File: config.mk
export PLATFORM = sky130hd
export DESIGN_NAME = pqm_mapper
export DESIGN_NICKNAME = d
export VERILOG_FILES = /design/src/verilog/pqm_pkg.sv /design/src/verilog/pqm_mapper.sv
export SDC_FILE = /design/constraint.sdc
export NUM_CORES = 1
export LEC_CHECK = 0
export BUFFER_PORTS_ARGS = -buffer_cell sky130_fd_sc_hd__clkbuf_2
export CAP_MARGIN = 10
export CORE_ASPECT_RATIO = 1.1
export CORE_MARGIN = 4
export CORE_UTILIZATION = 30
export DETAILED_ROUTE_END_ITERATION = 10
export HOLD_SLACK_MARGIN = 0.05
export SLEW_MARGIN = 5
export SYNTH_ARGS = -nofsm -noshare
export SYNTH_HDL_FRONTEND = slang
export SYNTH_SLANG_ARGS = --single-unit
File: constraint.sdc
create_clock -name clk_in -period 2.3 [get_ports clk_in]
set_input_delay 0.46 -clock clk_in [delete_from_list [all_inputs] [get_ports clk_in]]
set_output_delay 0.46 -clock clk_in [all_outputs]
set_load 0.05 [all_outputs]
File: src/verilog/pqm_pkg.sv
// Package for the 802.1p priority to queue mapper.
// Assumes an AXI4-Lite master with 32-bit data on the core clock.
// Contract
// - PCP 0 takes low map register bits 1:0, reset 0.
// - PCP 1 takes low map register bits 3:2, reset 0.
// - PCP 2 takes low map register bits 5:4, reset 1.
// - PCP 3 takes low map register bits 7:6, reset 1.
// - PCP 4 takes high map register bits 1:0, reset 2.
// - PCP 5 takes high map register bits 3:2, reset 2.
// - PCP 6 takes high map register bits 5:4, reset 3.
// - PCP 7 takes high map register bits 7:6, reset 3.
// - Two-queue mode steers any 2-bit result, 802.1p or DiffServ, low/high.
// - Two-queue mode: result 0 always goes low.
// - Two-queue mode: result 3 always goes high.
// - Result 1 uses split bit 0, result 2 split bit 1; 1 means high.
// - Split 00: results 0,1,2 low, 3 high.
// - Split 10, reset value in bits 7:6: results 0,1 low, 2,3 high.
// - Split 11: result 0 low, results 1,2,3 high.
// - Four-queue mode: mapped priority is the queue number, 3 highest.
package pqm_pkg;
	// Printed offsets are not word multiples: these are indices
	localparam logic [7:0] PQM_IDX_LOW_MAP   = 8'h80;
	localparam logic [7:0] PQM_IDX_HIGH_MAP  = 8'h81;
	localparam logic [7:0] PQM_IDX_SPLIT     = 8'h82;
	localparam logic [7:0] PQM_IDX_MODE      = 8'h83;
	localparam logic [7:0] PQM_RST_LOW_MAP   = 8'h50;
	localparam logic [7:0] PQM_RST_HIGH_MAP  = 8'hfa;
	localparam logic [1:0] PQM_RST_SPLIT     = 2'h2;
	localparam int         PQM_SPLIT_LSB     = 6;
	localparam int         PQM_FIELD_W       = 2;
	localparam logic [1:0] PQM_RESP_OKAY     = 2'h0;
	localparam logic [1:0] PQM_RESP_SLVERR   = 2'h2;
endpackage

File: src/verilog/pqm_mapper.sv
// 802.1p priority mapper with two-queue split, AXI4-Lite registers.
// Frames are offered one per cycle with a valid strobe on the core clock.
`timescale 1ns/1ns
module pqm_mapper #(
	parameter int ADDR_W = 12
) (
	input  wire logic              clk_in,
	input  wire logic              rst_in,
	input  wire logic [ADDR_W-1:0] s_axi_awaddr_in,
	input  wire logic              s_axi_awvalid_in,
	output logic                   s_axi_awready_out,
	input  wire logic [31:0]       s_axi_wdata_in,
	input  wire logic [3:0]        s_axi_wstrb_in,
	input  wire logic              s_axi_wvalid_in,
	output logic                   s_axi_wready_out,
	output logic [1:0]             s_axi_bresp_out,
	output logic                   s_axi_bvalid_out,
	input  wire logic              s_axi_bready_in,
	input  wire logic [ADDR_W-1:0] s_axi_araddr_in,
	input  wire logic              s_axi_arvalid_in,
	output logic                   s_axi_arready_out,
	output logic [31:0]            s_axi_rdata_out,
	output logic [1:0]             s_axi_rresp_out,
	output logic                   s_axi_rvalid_out,
	input  wire logic              s_axi_rready_in,
	input  wire logic              frame_valid_in,
	input  wire logic [2:0]        frame_pcp_in,
	input  wire logic              frame_use_dscp_in,
	input  wire logic [1:0]        frame_dscp_prio_in,
	output logic                   queue_valid_out,
	output logic [1:0]             queue_prio_out,
	output logic [1:0]             queue_num_out
);

	logic [7:0]  low_map_q;
	logic [7:0]  high_map_q;
	logic [1:0]  split_q;
	logic        two_queue_q;
	logic [ADDR_W-1:0] awaddr_q;
	logic [31:0] wdata_q;
	logic [3:0]  wstrb_q;
	logic        aw_have_q;
	logic        w_have_q;
	logic        bvalid_q;
	logic [1:0]  bresp_q;
	logic        rvalid_q;
	logic [1:0]  rresp_q;
	logic [31:0] rdata_q;
	logic        qvalid_q;
	logic [1:0]  qprio_q;
	logic [1:0]  qnum_q;

	// Write channel capture, address and data in either order
	wire aw_take = s_axi_awvalid_in && !aw_have_q && !bvalid_q;
	wire w_take  = s_axi_wvalid_in && !w_have_q && !bvalid_q;
	wire wr_go   = aw_have_q && w_have_q && !bvalid_q;
	wire [ADDR_W-3:0] wr_idx = awaddr_q[ADDR_W-1:2];
	wire wr_low   = wr_go && wr_idx == (ADDR_W-2)'(pqm_pkg::PQM_IDX_LOW_MAP);
	wire wr_high  = wr_go && wr_idx == (ADDR_W-2)'(pqm_pkg::PQM_IDX_HIGH_MAP);
	wire wr_split = wr_go && wr_idx == (ADDR_W-2)'(pqm_pkg::PQM_IDX_SPLIT);
	wire wr_mode  = wr_go && wr_idx == (ADDR_W-2)'(pqm_pkg::PQM_IDX_MODE);
	wire wr_hit   = wr_low || wr_high || wr_split || wr_mode;
	wire lane0    = wstrb_q[0];

	assign s_axi_awready_out = !aw_have_q && !bvalid_q;
	assign s_axi_wready_out  = !w_have_q && !bvalid_q;
	assign s_axi_bvalid_out  = bvalid_q;
	assign s_axi_bresp_out   = bresp_q;

	always_ff @(posedge clk_in) begin
		if (rst_in) begin
			aw_have_q <= 1'b0;
			w_have_q  <= 1'b0;
			awaddr_q  <= '0;
			wdata_q   <= '0;
			wstrb_q   <= '0;
			bvalid_q  <= 1'b0;
			bresp_q   <= pqm_pkg::PQM_RESP_OKAY;
		end else begin
			if (aw_take) begin
				aw_have_q <= 1'b1;
				awaddr_q  <= s_axi_awaddr_in;
			end
			if (w_take) begin
				w_have_q <= 1'b1;
				wdata_q  <= s_axi_wdata_in;
				wstrb_q  <= s_axi_wstrb_in;
			end
			if (wr_go) begin
				aw_have_q <= 1'b0;
				w_have_q  <= 1'b0;
				bvalid_q  <= 1'b1;
				bresp_q   <= wr_hit ? pqm_pkg::PQM_RESP_OKAY
					: pqm_pkg::PQM_RESP_SLVERR;
			end else if (bvalid_q && s_axi_bready_in) begin
				bvalid_q <= 1'b0;
			end
		end
	end

	// map fields reset to documented defaults
	always_ff @(posedge clk_in) begin
		if (rst_in) begin
			low_map_q   <= pqm_pkg::PQM_RST_LOW_MAP;
			high_map_q  <= pqm_pkg::PQM_RST_HIGH_MAP;
			split_q     <= pqm_pkg::PQM_RST_SPLIT;
			two_queue_q <= 1'b0;
		end else if (lane0) begin
			if (wr_low)
				low_map_q <= wdata_q[7:0];
			if (wr_high)
				high_map_q <= wdata_q[7:0];
			if (wr_split)
				split_q <= wdata_q[pqm_pkg::PQM_SPLIT_LSB +: 2];
			if (wr_mode)
				two_queue_q <= wdata_q[0];
		end
	end

	// Read path, one-cycle answer
	wire [ADDR_W-3:0] rd_idx = s_axi_araddr_in[ADDR_W-1:2];
	wire rd_low   = rd_idx == (ADDR_W-2)'(pqm_pkg::PQM_IDX_LOW_MAP);
	wire rd_high  = rd_idx == (ADDR_W-2)'(pqm_pkg::PQM_IDX_HIGH_MAP);
	wire rd_split = rd_idx == (ADDR_W-2)'(pqm_pkg::PQM_IDX_SPLIT);
	wire rd_mode  = rd_idx == (ADDR_W-2)'(pqm_pkg::PQM_IDX_MODE);
	wire rd_hit   = rd_low || rd_high || rd_split || rd_mode;
	wire ar_take  = s_axi_arvalid_in && !rvalid_q;
	wire [31:0] rd_word =
		rd_low   ? {24'h000000, low_map_q} :
		rd_high  ? {24'h000000, high_map_q} :
		rd_split ? {24'h000000, split_q, 6'h00} :
		rd_mode  ? {31'h00000000, two_queue_q} : 32'h00000000;

	assign s_axi_arready_out = !rvalid_q;
	assign s_axi_rvalid_out  = rvalid_q;
	assign s_axi_rdata_out   = rdata_q;
	assign s_axi_rresp_out   = rresp_q;

	always_ff @(posedge clk_in) begin
		if (rst_in) begin
			rvalid_q <= 1'b0;
			rdata_q  <= '0;
			rresp_q  <= pqm_pkg::PQM_RESP_OKAY;
		end else if (ar_take) begin
			rvalid_q <= 1'b1;
			rdata_q  <= rd_word;
			rresp_q  <= rd_hit ? pqm_pkg::PQM_RESP_OKAY
				: pqm_pkg::PQM_RESP_SLVERR;
		end else if (rvalid_q && s_axi_rready_in) begin
			rvalid_q <= 1'b0;
		end
	end

	// Classification
	wire [15:0] map_all = {high_map_q, low_map_q};
	wire [1:0]  pcp_prio = map_all[frame_pcp_in*pqm_pkg::PQM_FIELD_W +: 2];
	wire [1:0]  res = frame_use_dscp_in ? frame_dscp_prio_in : pcp_prio;
	// middle results follow their split bit
	wire        hi_mid = (res == 2'h1) ? split_q[0] : split_q[1];
	wire        two_hi = (res == 2'h3) ? 1'b1
		: (res == 2'h0) ? 1'b0 : hi_mid;
	wire [1:0]  qnum = two_queue_q ? {1'b0, two_hi} : res;

	// queue is fixed when the frame is classified
	always_ff @(posedge clk_in) begin
		if (rst_in) begin
			qvalid_q <= 1'b0;
			qprio_q  <= 2'h0;
			qnum_q   <= 2'h0;
		end else begin
			qvalid_q <= frame_valid_in;
			if (frame_valid_in) begin
				qprio_q <= res;
				qnum_q  <= qnum;
			end
		end
	end

	assign queue_valid_out = qvalid_q;
	assign queue_prio_out  = qprio_q;
	assign queue_num_out   = qnum_q;

	// pcp 0 maps through bits 1:0
	chk_pcp0_field: assert property (
		@(posedge clk_in) disable iff (rst_in)
		frame_valid_in && !frame_use_dscp_in && frame_pcp_in == 3'h0
		|=> qprio_q == $past(low_map_q[1:0]))
		else $error("pcp0 priority wrong");
	chk_pcp1_field: assert property (
		@(posedge clk_in) disable iff (rst_in)
		frame_valid_in && !frame_use_dscp_in && frame_pcp_in == 3'h1
		|=> qprio_q == $past(low_map_q[3:2]))
		else $error("pcp1 priority wrong");
	chk_pcp2_field: assert property (
		@(posedge clk_in) disable iff (rst_in)
		frame_valid_in && !frame_use_dscp_in && frame_pcp_in == 3'h2
		|=> qprio_q == $past(low_map_q[5:4]))
		else $error("pcp2 priority wrong");
	chk_pcp3_field: assert property (
		@(posedge clk_in) disable iff (rst_in)
		frame_valid_in && !frame_use_dscp_in && frame_pcp_in == 3'h3
		|=> qprio_q == $past(low_map_q[7:6]))
		else $error("pcp3 priority wrong");
	chk_pcp4_field: assert property (
		@(posedge clk_in) disable iff (rst_in)
		frame_valid_in && !frame_use_dscp_in && frame_pcp_in == 3'h4
		|=> qprio_q == $past(high_map_q[1:0]))
		else $error("pcp4 priority wrong");
	chk_pcp5_field: assert property (
		@(posedge clk_in) disable iff (rst_in)
		frame_valid_in && !frame_use_dscp_in && frame_pcp_in == 3'h5
		|=> qprio_q == $past(high_map_q[3:2]))
		else $error("pcp5 priority wrong");
	chk_pcp6_field: assert property (
		@(posedge clk_in) disable iff (rst_in)
		frame_valid_in && !frame_use_dscp_in && frame_pcp_in == 3'h6
		|=> qprio_q == $past(high_map_q[5:4]))
		else $error("pcp6 priority wrong");
	chk_pcp7_field: assert property (
		@(posedge clk_in) disable iff (rst_in)
		frame_valid_in && !frame_use_dscp_in && frame_pcp_in == 3'h7
		|=> qprio_q == $past(high_map_q[7:6]))
		else $error("pcp7 priority wrong");
	chk_two_q_low: assert property (
		@(posedge clk_in) disable iff (rst_in)
		queue_valid_out && $past(two_queue_q) && qprio_q == 2'h0
		|-> qnum_q == 2'h0)
		else $error("result 0 not low");
	chk_two_q_high: assert property (
		@(posedge clk_in) disable iff (rst_in)
		queue_valid_out && $past(two_queue_q) && qprio_q == 2'h3
		|-> qnum_q == 2'h1)
		else $error("result 3 not high");
	chk_split_mid: assert property (
		@(posedge clk_in) disable iff (rst_in)
		queue_valid_out && $past(two_queue_q) && qprio_q == 2'h2
		|-> qnum_q == {1'b0, $past(split_q[1])})
		else $error("result 2 split wrong");
	// result 1 follows split bit 0
	chk_split_one: assert property (
		@(posedge clk_in) disable iff (rst_in)
		queue_valid_out && $past(two_queue_q) && qprio_q == 2'h1
		|-> qnum_q == {1'b0, $past(split_q[0])})
		else $error("result 1 split wrong");
	// two-queue answer is only low or high
	chk_two_q_range: assert property (
		@(posedge clk_in) disable iff (rst_in)
		queue_valid_out && $past(two_queue_q)
		|-> qnum_q[1] == 1'b0)
		else $error("two queue number out of range");
	chk_four_q_num: assert property (
		@(posedge clk_in) disable iff (rst_in)
		queue_valid_out && !$past(two_queue_q)
		|-> qnum_q == qprio_q)
		else $error("four queue number wrong");
	chk_dscp_src: assert property (
		@(posedge clk_in) disable iff (rst_in)
		frame_valid_in && frame_use_dscp_in
		|=> qprio_q == $past(frame_dscp_prio_in))
		else $error("dscp result ignored");
	// every offered frame gets a queue
	chk_frame_steered: assert property (
		@(posedge clk_in) disable iff (rst_in)
		frame_valid_in
		|=> queue_valid_out)
		else $error("frame not steered");
	chk_map_update: assert property (
		@(posedge clk_in) disable iff (rst_in)
		wr_low && lane0
		|=> low_map_q == $past(wdata_q[7:0]))
		else $error("map write lost");
	// high map write visible next cycle
	chk_high_update: assert property (
		@(posedge clk_in) disable iff (rst_in)
		wr_high && lane0
		|=> high_map_q == $past(wdata_q[7:0]))
		else $error("high map write lost");
	// split taken from write data bits 7:6
	chk_split_update: assert property (
		@(posedge clk_in) disable iff (rst_in)
		wr_split && lane0
		|=> split_q == $past(wdata_q[pqm_pkg::PQM_SPLIT_LSB +: 2]))
		else $error("split write lost");
	// settings change only through a write
	chk_map_hold: assert property (
		@(posedge clk_in) disable iff (rst_in)
		!wr_go
		|=> $stable(low_map_q) && $stable(high_map_q) && $stable(split_q))
		else $error("settings changed without a write");
	// queued result kept until the next frame
	chk_queue_hold: assert property (
		@(posedge clk_in) disable iff (rst_in)
		!frame_valid_in
		|=> $stable(qprio_q) && $stable(qnum_q))
		else $error("queued result changed");

endmodule // pqm_mapper

Yosys cells after proc, flatten, opt, wreduce, memory -nomap -nowiden
Index checks and enable logic that the tools add are counted.
- equality and inequality tests: 10
- shifts and indexed selects: 1
- multiplexer cells: 15
- reductions and logical operators: 33
- operators with widths (operator ; number):
    10-bit by 8-bit == test with 1-bit output, second input constant ; 8
    8-bit 2-to-1 mux ; 3
    16-bit by 5-bit variable part select with 2-bit output ; 1
    1-bit logical AND ; 15
    1-bit 2-to-1 mux ; 8
    2-bit 2-to-1 mux ; 4
    2-bit AND reduction ; 4
    1-bit logical OR ; 6
    1-bit logical NOT ; 4
    2-bit nonzero test ; 2
    2-bit by 1-bit == test with 1-bit output, second input constant ; 1
    2-bit == test, second input constant ; 1
    2-bit logical NOT ; 1
    2-bit OR reduction ; 1
- output and inout port bits: 46
- register bits: 85

Depth between registers and ports, before layout
- depth after elaboration: 7
- gate-level depth with buffers: 6
- depth with buffers taken out: 5

Least setup slack after synthesis
OpenSTA, ideal clock, no wires.
- path type: reg-to-reg
- start point: reg bvalid_q, in the netlist s_axi_bvalid_out
- end point: reg awaddr_q[10]
- cell stages (with the launch flop): 6
- data required time: 2.230 ns
- slack: 0.268 ns
- path buffers: 1
- period minus slack after synthesis: 2.032 ns
- arrival time: 1.962 ns
- path through: dfxtp_1 nor2_1 and2_1 clkbuf_1 nand2_1 a21oi_1
- cells in the longest elaborated chain, start to end: 2
- ends and longest elaborated chain (item ; RTL line ; text):
    start, declared ; pqm_mapper.sv:44 ; logic bvalid_q;
    start signal, assigned ; pqm_mapper.sv:77 ; bvalid_q <= 1'b0;
    start signal, assigned ; pqm_mapper.sv:92 ; bvalid_q <= 1'b1;
    start signal, assigned ; pqm_mapper.sv:96 ; bvalid_q <= 1'b0;
    1-bit logical NOT ; pqm_mapper.sv:54 ; wire aw_take = s_axi_awvalid_in && !aw_have_q && !bvalid_q;
    1-bit logical AND ; pqm_mapper.sv:54 ;
    end signal, assigned ; pqm_mapper.sv:82 ; awaddr_q <= s_axi_awaddr_in;
    end, declared ; pqm_mapper.sv:39 ; logic [ADDR_W-1:0] awaddr_q;
No other way between the ends.
A chain may end at the register's enable or synchronous reset.

Worst setup path in the final report
- start point: reg bvalid_q, in the netlist s_axi_bvalid_out
- end point: reg high_map_q[5]
- cells in the longest elaborated chain, start to end: 4
- ends and longest elaborated chain (item ; RTL line ; text):
    1-bit logical NOT ; pqm_mapper.sv:56 ; wire wr_go = aw_have_q && w_have_q && !bvalid_q;
    1-bit logical AND ; pqm_mapper.sv:56 ;
    1-bit logical AND ; pqm_mapper.sv:59 ; wire wr_high = wr_go && wr_idx == (ADDR_W-2)'(pqm_pkg::PQM_IDX_HIGH_MAP);
    2-bit AND reduction (no line) ; -- ;
    end signal, assigned ; pqm_mapper.sv:105 ; high_map_q <= pqm_pkg::PQM_RST_HIGH_MAP;
    end signal, assigned ; pqm_mapper.sv:112 ; high_map_q <= wdata_q[7:0];
    end, declared ; pqm_mapper.sv:36 ; logic [7:0] high_map_q;
No other way between the ends.

==> flow_summary.json <==
{
  "boundaryPins": 120,
  "number_of_flops_mapped_to_enable_cells_by_yosys": 0,
  "rows": 35,
  "die_w_um": 96.9,
  "remaining_drc_errors": 0,
  "yosysWarnings": 0,
  "asyncSetResetFlopFracSynth": 0,
  "cp_data_arrival_time_ps": 2080,
  "seqPwrFrac": 0.445,
  "grt_first_pass_wirelength_mm": 9.43,
  "powerDensity_nw_per_um2": 759,
  "groute.layer.met1.usage": 0.147,
  "fin_hold_ws_ps": 315,
  "timing.final.crit_period_ps": 1860,
  "num_vias": 2103,
  "clkLatencyLatePin_ps": 330,
  "critical_path_class": "reg2reg",
  "cp_num_cells": 5,
  "timing.final.crit_share": 0.809,
  "numPortBuffers": 62,
  "cts-root-to-sink-buffers": 2,
  "max-cap-violations": 0,
  "clock-root-buffer": "clkbuf_8",
  "cp_cell_sequence": "and3b_1 > nand4_4 > nor3_4 > nor2b_1 > a211o_1",
  "route.antenna.remaining_nets": 0,
  "totalWireLength_mm": 5.69,
  "rr_worst_depth": 5,
  "synth.ff_latch_count": 57,
  "rsz_0062_raised_after_global_routing": "false",
  "post-route-cell-area_um2": 3140,
  "fillerInstances": 886,
  "gr-total-overflow": 0,
  "net_count_of_the_finished_layout": 432,
  "worst_path_dominant_cell_family": "simple AND/OR/NAND/NOR gates",
  "cts.sink_count": 57,
  "place.detailed.hpwl_mm": 4.44,
  "worst_ep_required_time_ps": 2520,
  "synth_sequential_area_ratio": 0.437,
  "hold_path_class": "in2reg",
  "place.gp.congestion": 0.746,
  "post-cts-setup-buffers": 0,
  "worst_case_register_to_register_setup_slack_ps": 440,
  "p_int_mw": 1.70,
  "run_status": "complete, no violations",
  "netlist_area_um2": 2610,
  "slew_violations": 0,
  "reg2reg_from": "s_axi_bvalid_out",
  "grtUsageMet2": 0.173,
  "placeableCoreArea_um2": 8410,
  "finClkSkew_ps": 9.04,
  "final_layout_size_suffix_gt1_frac": 0.251,
  "area_growth_syn_to_layout_pct": 20.3,
  "fp.dieArea_um2": 10300,
  "drt_iter0_drc": 84,
  "setup_viol": 0,
  "syn_avg_cell_area_um2": 8.87,
  "worstPathMaxFanout": 13,
  "detail_route.wl_per_cell_um": 12.0,
  "initial_core_util": 0.310,
  "slew-limit-headroom": 0.613,
  "preCtsSetupSlack_ps": 408,
  "most_common_flop_cell_mapped_by_yosys": "dfxtp_1",
  "clock_power_share": 0.407,
  "ctsHtreeMaxLevel": 3,
  "max_rail_drop_vdd_uv": 327,
  "post_cts_hold_buffer_count": 0,
  "grt_util_all_layers": 0.115,
  "largest_net_degree_at_the_start_of_global_routing": 23,
  "power.switching_fraction": 0.284,
  "critical_path.startpoint_type": "flop",
  "drt-pass1-iter-count": 4,
  "vias_per_cell": 4.44,
  "grt.met3_usage": 0.0311,
  "final_critical_path_setup_slack_ps": 439,
  "timing_startpoint_of_the_critical_path": "s_axi_bvalid_out",
  "syn-instance-count": 294,
  "timing.critical_path.buf_inv": 0,
  "crit_path_max_incr_delay_ps": 490,
  "ctsResizeCount": 0,
  "cell_with_the_largest_stage_delay_on_the_worst_path": "nor3_4",
  "num_cts_buffers": 9,
  "globalRoute.busiestLayer": "met2",
  "setup_tns_ps": 0,
  "tightestPinTransition_ps": 578,
  "yosysUniqueCellTypes": 35,
  "antenna_violations_before_repair": 0,
  "placed_cell_area_um2": 2930,
  "cts_tree": "yes",
  "cellLeakagePower_nw": 1.32,
  "die_h_um": 106,
  "critPathCapture": "high_map_q[5]",
  "share_of_power_burned_in_combinational_logic": 0.148,
  "reg2reg_to": "high_map_q[5]",
  "fmax_mhz": 537,
  "number_of_global_route_vias_before_repair": 1994,
  "n_antenna_cell": 0,
  "power.switching_mw": 0.676,
  "endpoint_kind": "flop",
  "clkSlewWorstSetupHoldPaths_ps": 70,
  "number_of_hold_violations_in_the_final_report": 0
}
[power by group through the flow]
stage	clock (mW)	combinational, mW	sequential (mW)
2_1_floorplan	0	0.270	1.11
3_3_place_gp	0	0.349	1.08
3_5_place_dp	0	0.353	1.08
4_1_cts	0.999	0.354	1.06
5_1_grt	1.04	0.380	1.06
6_report	0.969	0.351	1.06
[state kept, by name (all words and copies together), names as in the netlist, 2 cells and up]
name,count
awaddr_q,10
high_map_q,8
low_map_q,8
queue_num_out,2
queue_prio_out,2
s_axi_rdata_out,8
split_q,2
wdata_q,8
[metal layers]
metal | wire, µm | vias to the layer above | share of wire
met2 | 2500 | 85 | 0.44
li1 | - | 1086 | -
met5 | 0 | - | 0
met4 | 140 | 0 | 0.025
met3 | 380 | 12 | 0.067
met1 | 2670 | 920 | 0.47
[stage by stage]
step                      power, mW  cells  utilization
after floorplan                1.38    319            -
after global placement         1.43    458        0.349
after detailed placement       1.44    458        0.349
after CTS                      2.41    474        0.373
after global routing           2.49    474        0.373
final                          2.38    474        0.373
[cell type report]
class                      count  area [µm²]  share of cell area
multi-input combinational    215        1280               0.408
clock buffer                  14         173              0.0550
tap                          111         139              0.0443
inverter                      10        37.5              0.0120
timing repair buffer          65         333               0.106
clock inverter                 2        35.0              0.0112
sequential                    57        1140               0.364
[logic make-up (layout without fill, tap and decap cells)]
kind of cell           count (synthesis)  in the layout  share of synthesized area
muxes                                 26             26                      0.112
and+or+nand+nor                      108            108                      0.207
other                                  1             26                    0.00144
DFF                                   57             57                      0.437
buffers and inverters                 47             91                      0.108
AOI/OAI and AO/OA                     55             55                      0.135
[cells in the mapped netlist, drive strengths merged, types with 2 or more instances]
library cell | n | share of area
dfxtp | 57 | 0.44
nand2 | 47 | 0.068
nor2 | 33 | 0.047
buf | 29 | 0.082
a21oi | 24 | 0.046
mux2i | 19 | 0.073
inv | 10 | 0.014
a211o | 9 | 0.030
clkbuf | 8 | 0.012
a22oi | 7 | 0.020
nor2b | 7 | 0.017
nor3 | 6 | 0.020
o21ai | 6 | 0.012
mux2 | 5 | 0.022
nand3 | 3 | 0.0058
a211oi | 2 | 0.0058
a221oi | 2 | 0.0067
and2 | 2 | 0.0048
mux4 | 2 | 0.017
nand2b | 2 | 0.0048
nor4 | 2 | 0.011
nor4b | 2 | 0.012
o21a | 2 | 0.0058
or3 | 2 | 0.0048
[how the worst min path moves through the flow]
stage | start | to | slack, ps | cells after the start
2_1_floorplan | awaddr_q[9] | awaddr_q[9] | 440 | 2
3_3_place_gp | s_axi_rdata_out[7] | s_axi_rdata_out[7] | 450 | 2
3_5_place_dp | s_axi_rdata_out[7] | s_axi_rdata_out[7] | 450 | 2
4_1_cts | s_axi_rready_in | s_axi_rvalid_out | 300 | 2
5_1_grt | s_axi_rready_in | s_axi_rvalid_out | 320 | 2
6_report | s_axi_rready_in | s_axi_rvalid_out | 310 | 2
[worst reg2reg max path, cell delays in order (launching register included)]
cell	delay, ps
dfxtp_1	340
and3b_1	370
nand4_4	180
nor3_4	490
nor2b_1	100
a211o_1	280
[cell usage in the layout, fill, tap and decap left out, types with 3 or more instances in the layout]
cell and count:
buf_4 3, clkbuf_2 62, nor2_1 33, inv_1 10, a22oi_1 7, o21ai_0 5, a21oi_1 24, mux2_2 5
conb_1 26, nor2b_1 7, nand3_1 3, nor3_1 4, a211o_1 9, dfxtp_1 57, nand2_1 47, mux2i_1 19
clkbuf_8 12
Power figures use the tool's default switching activity.
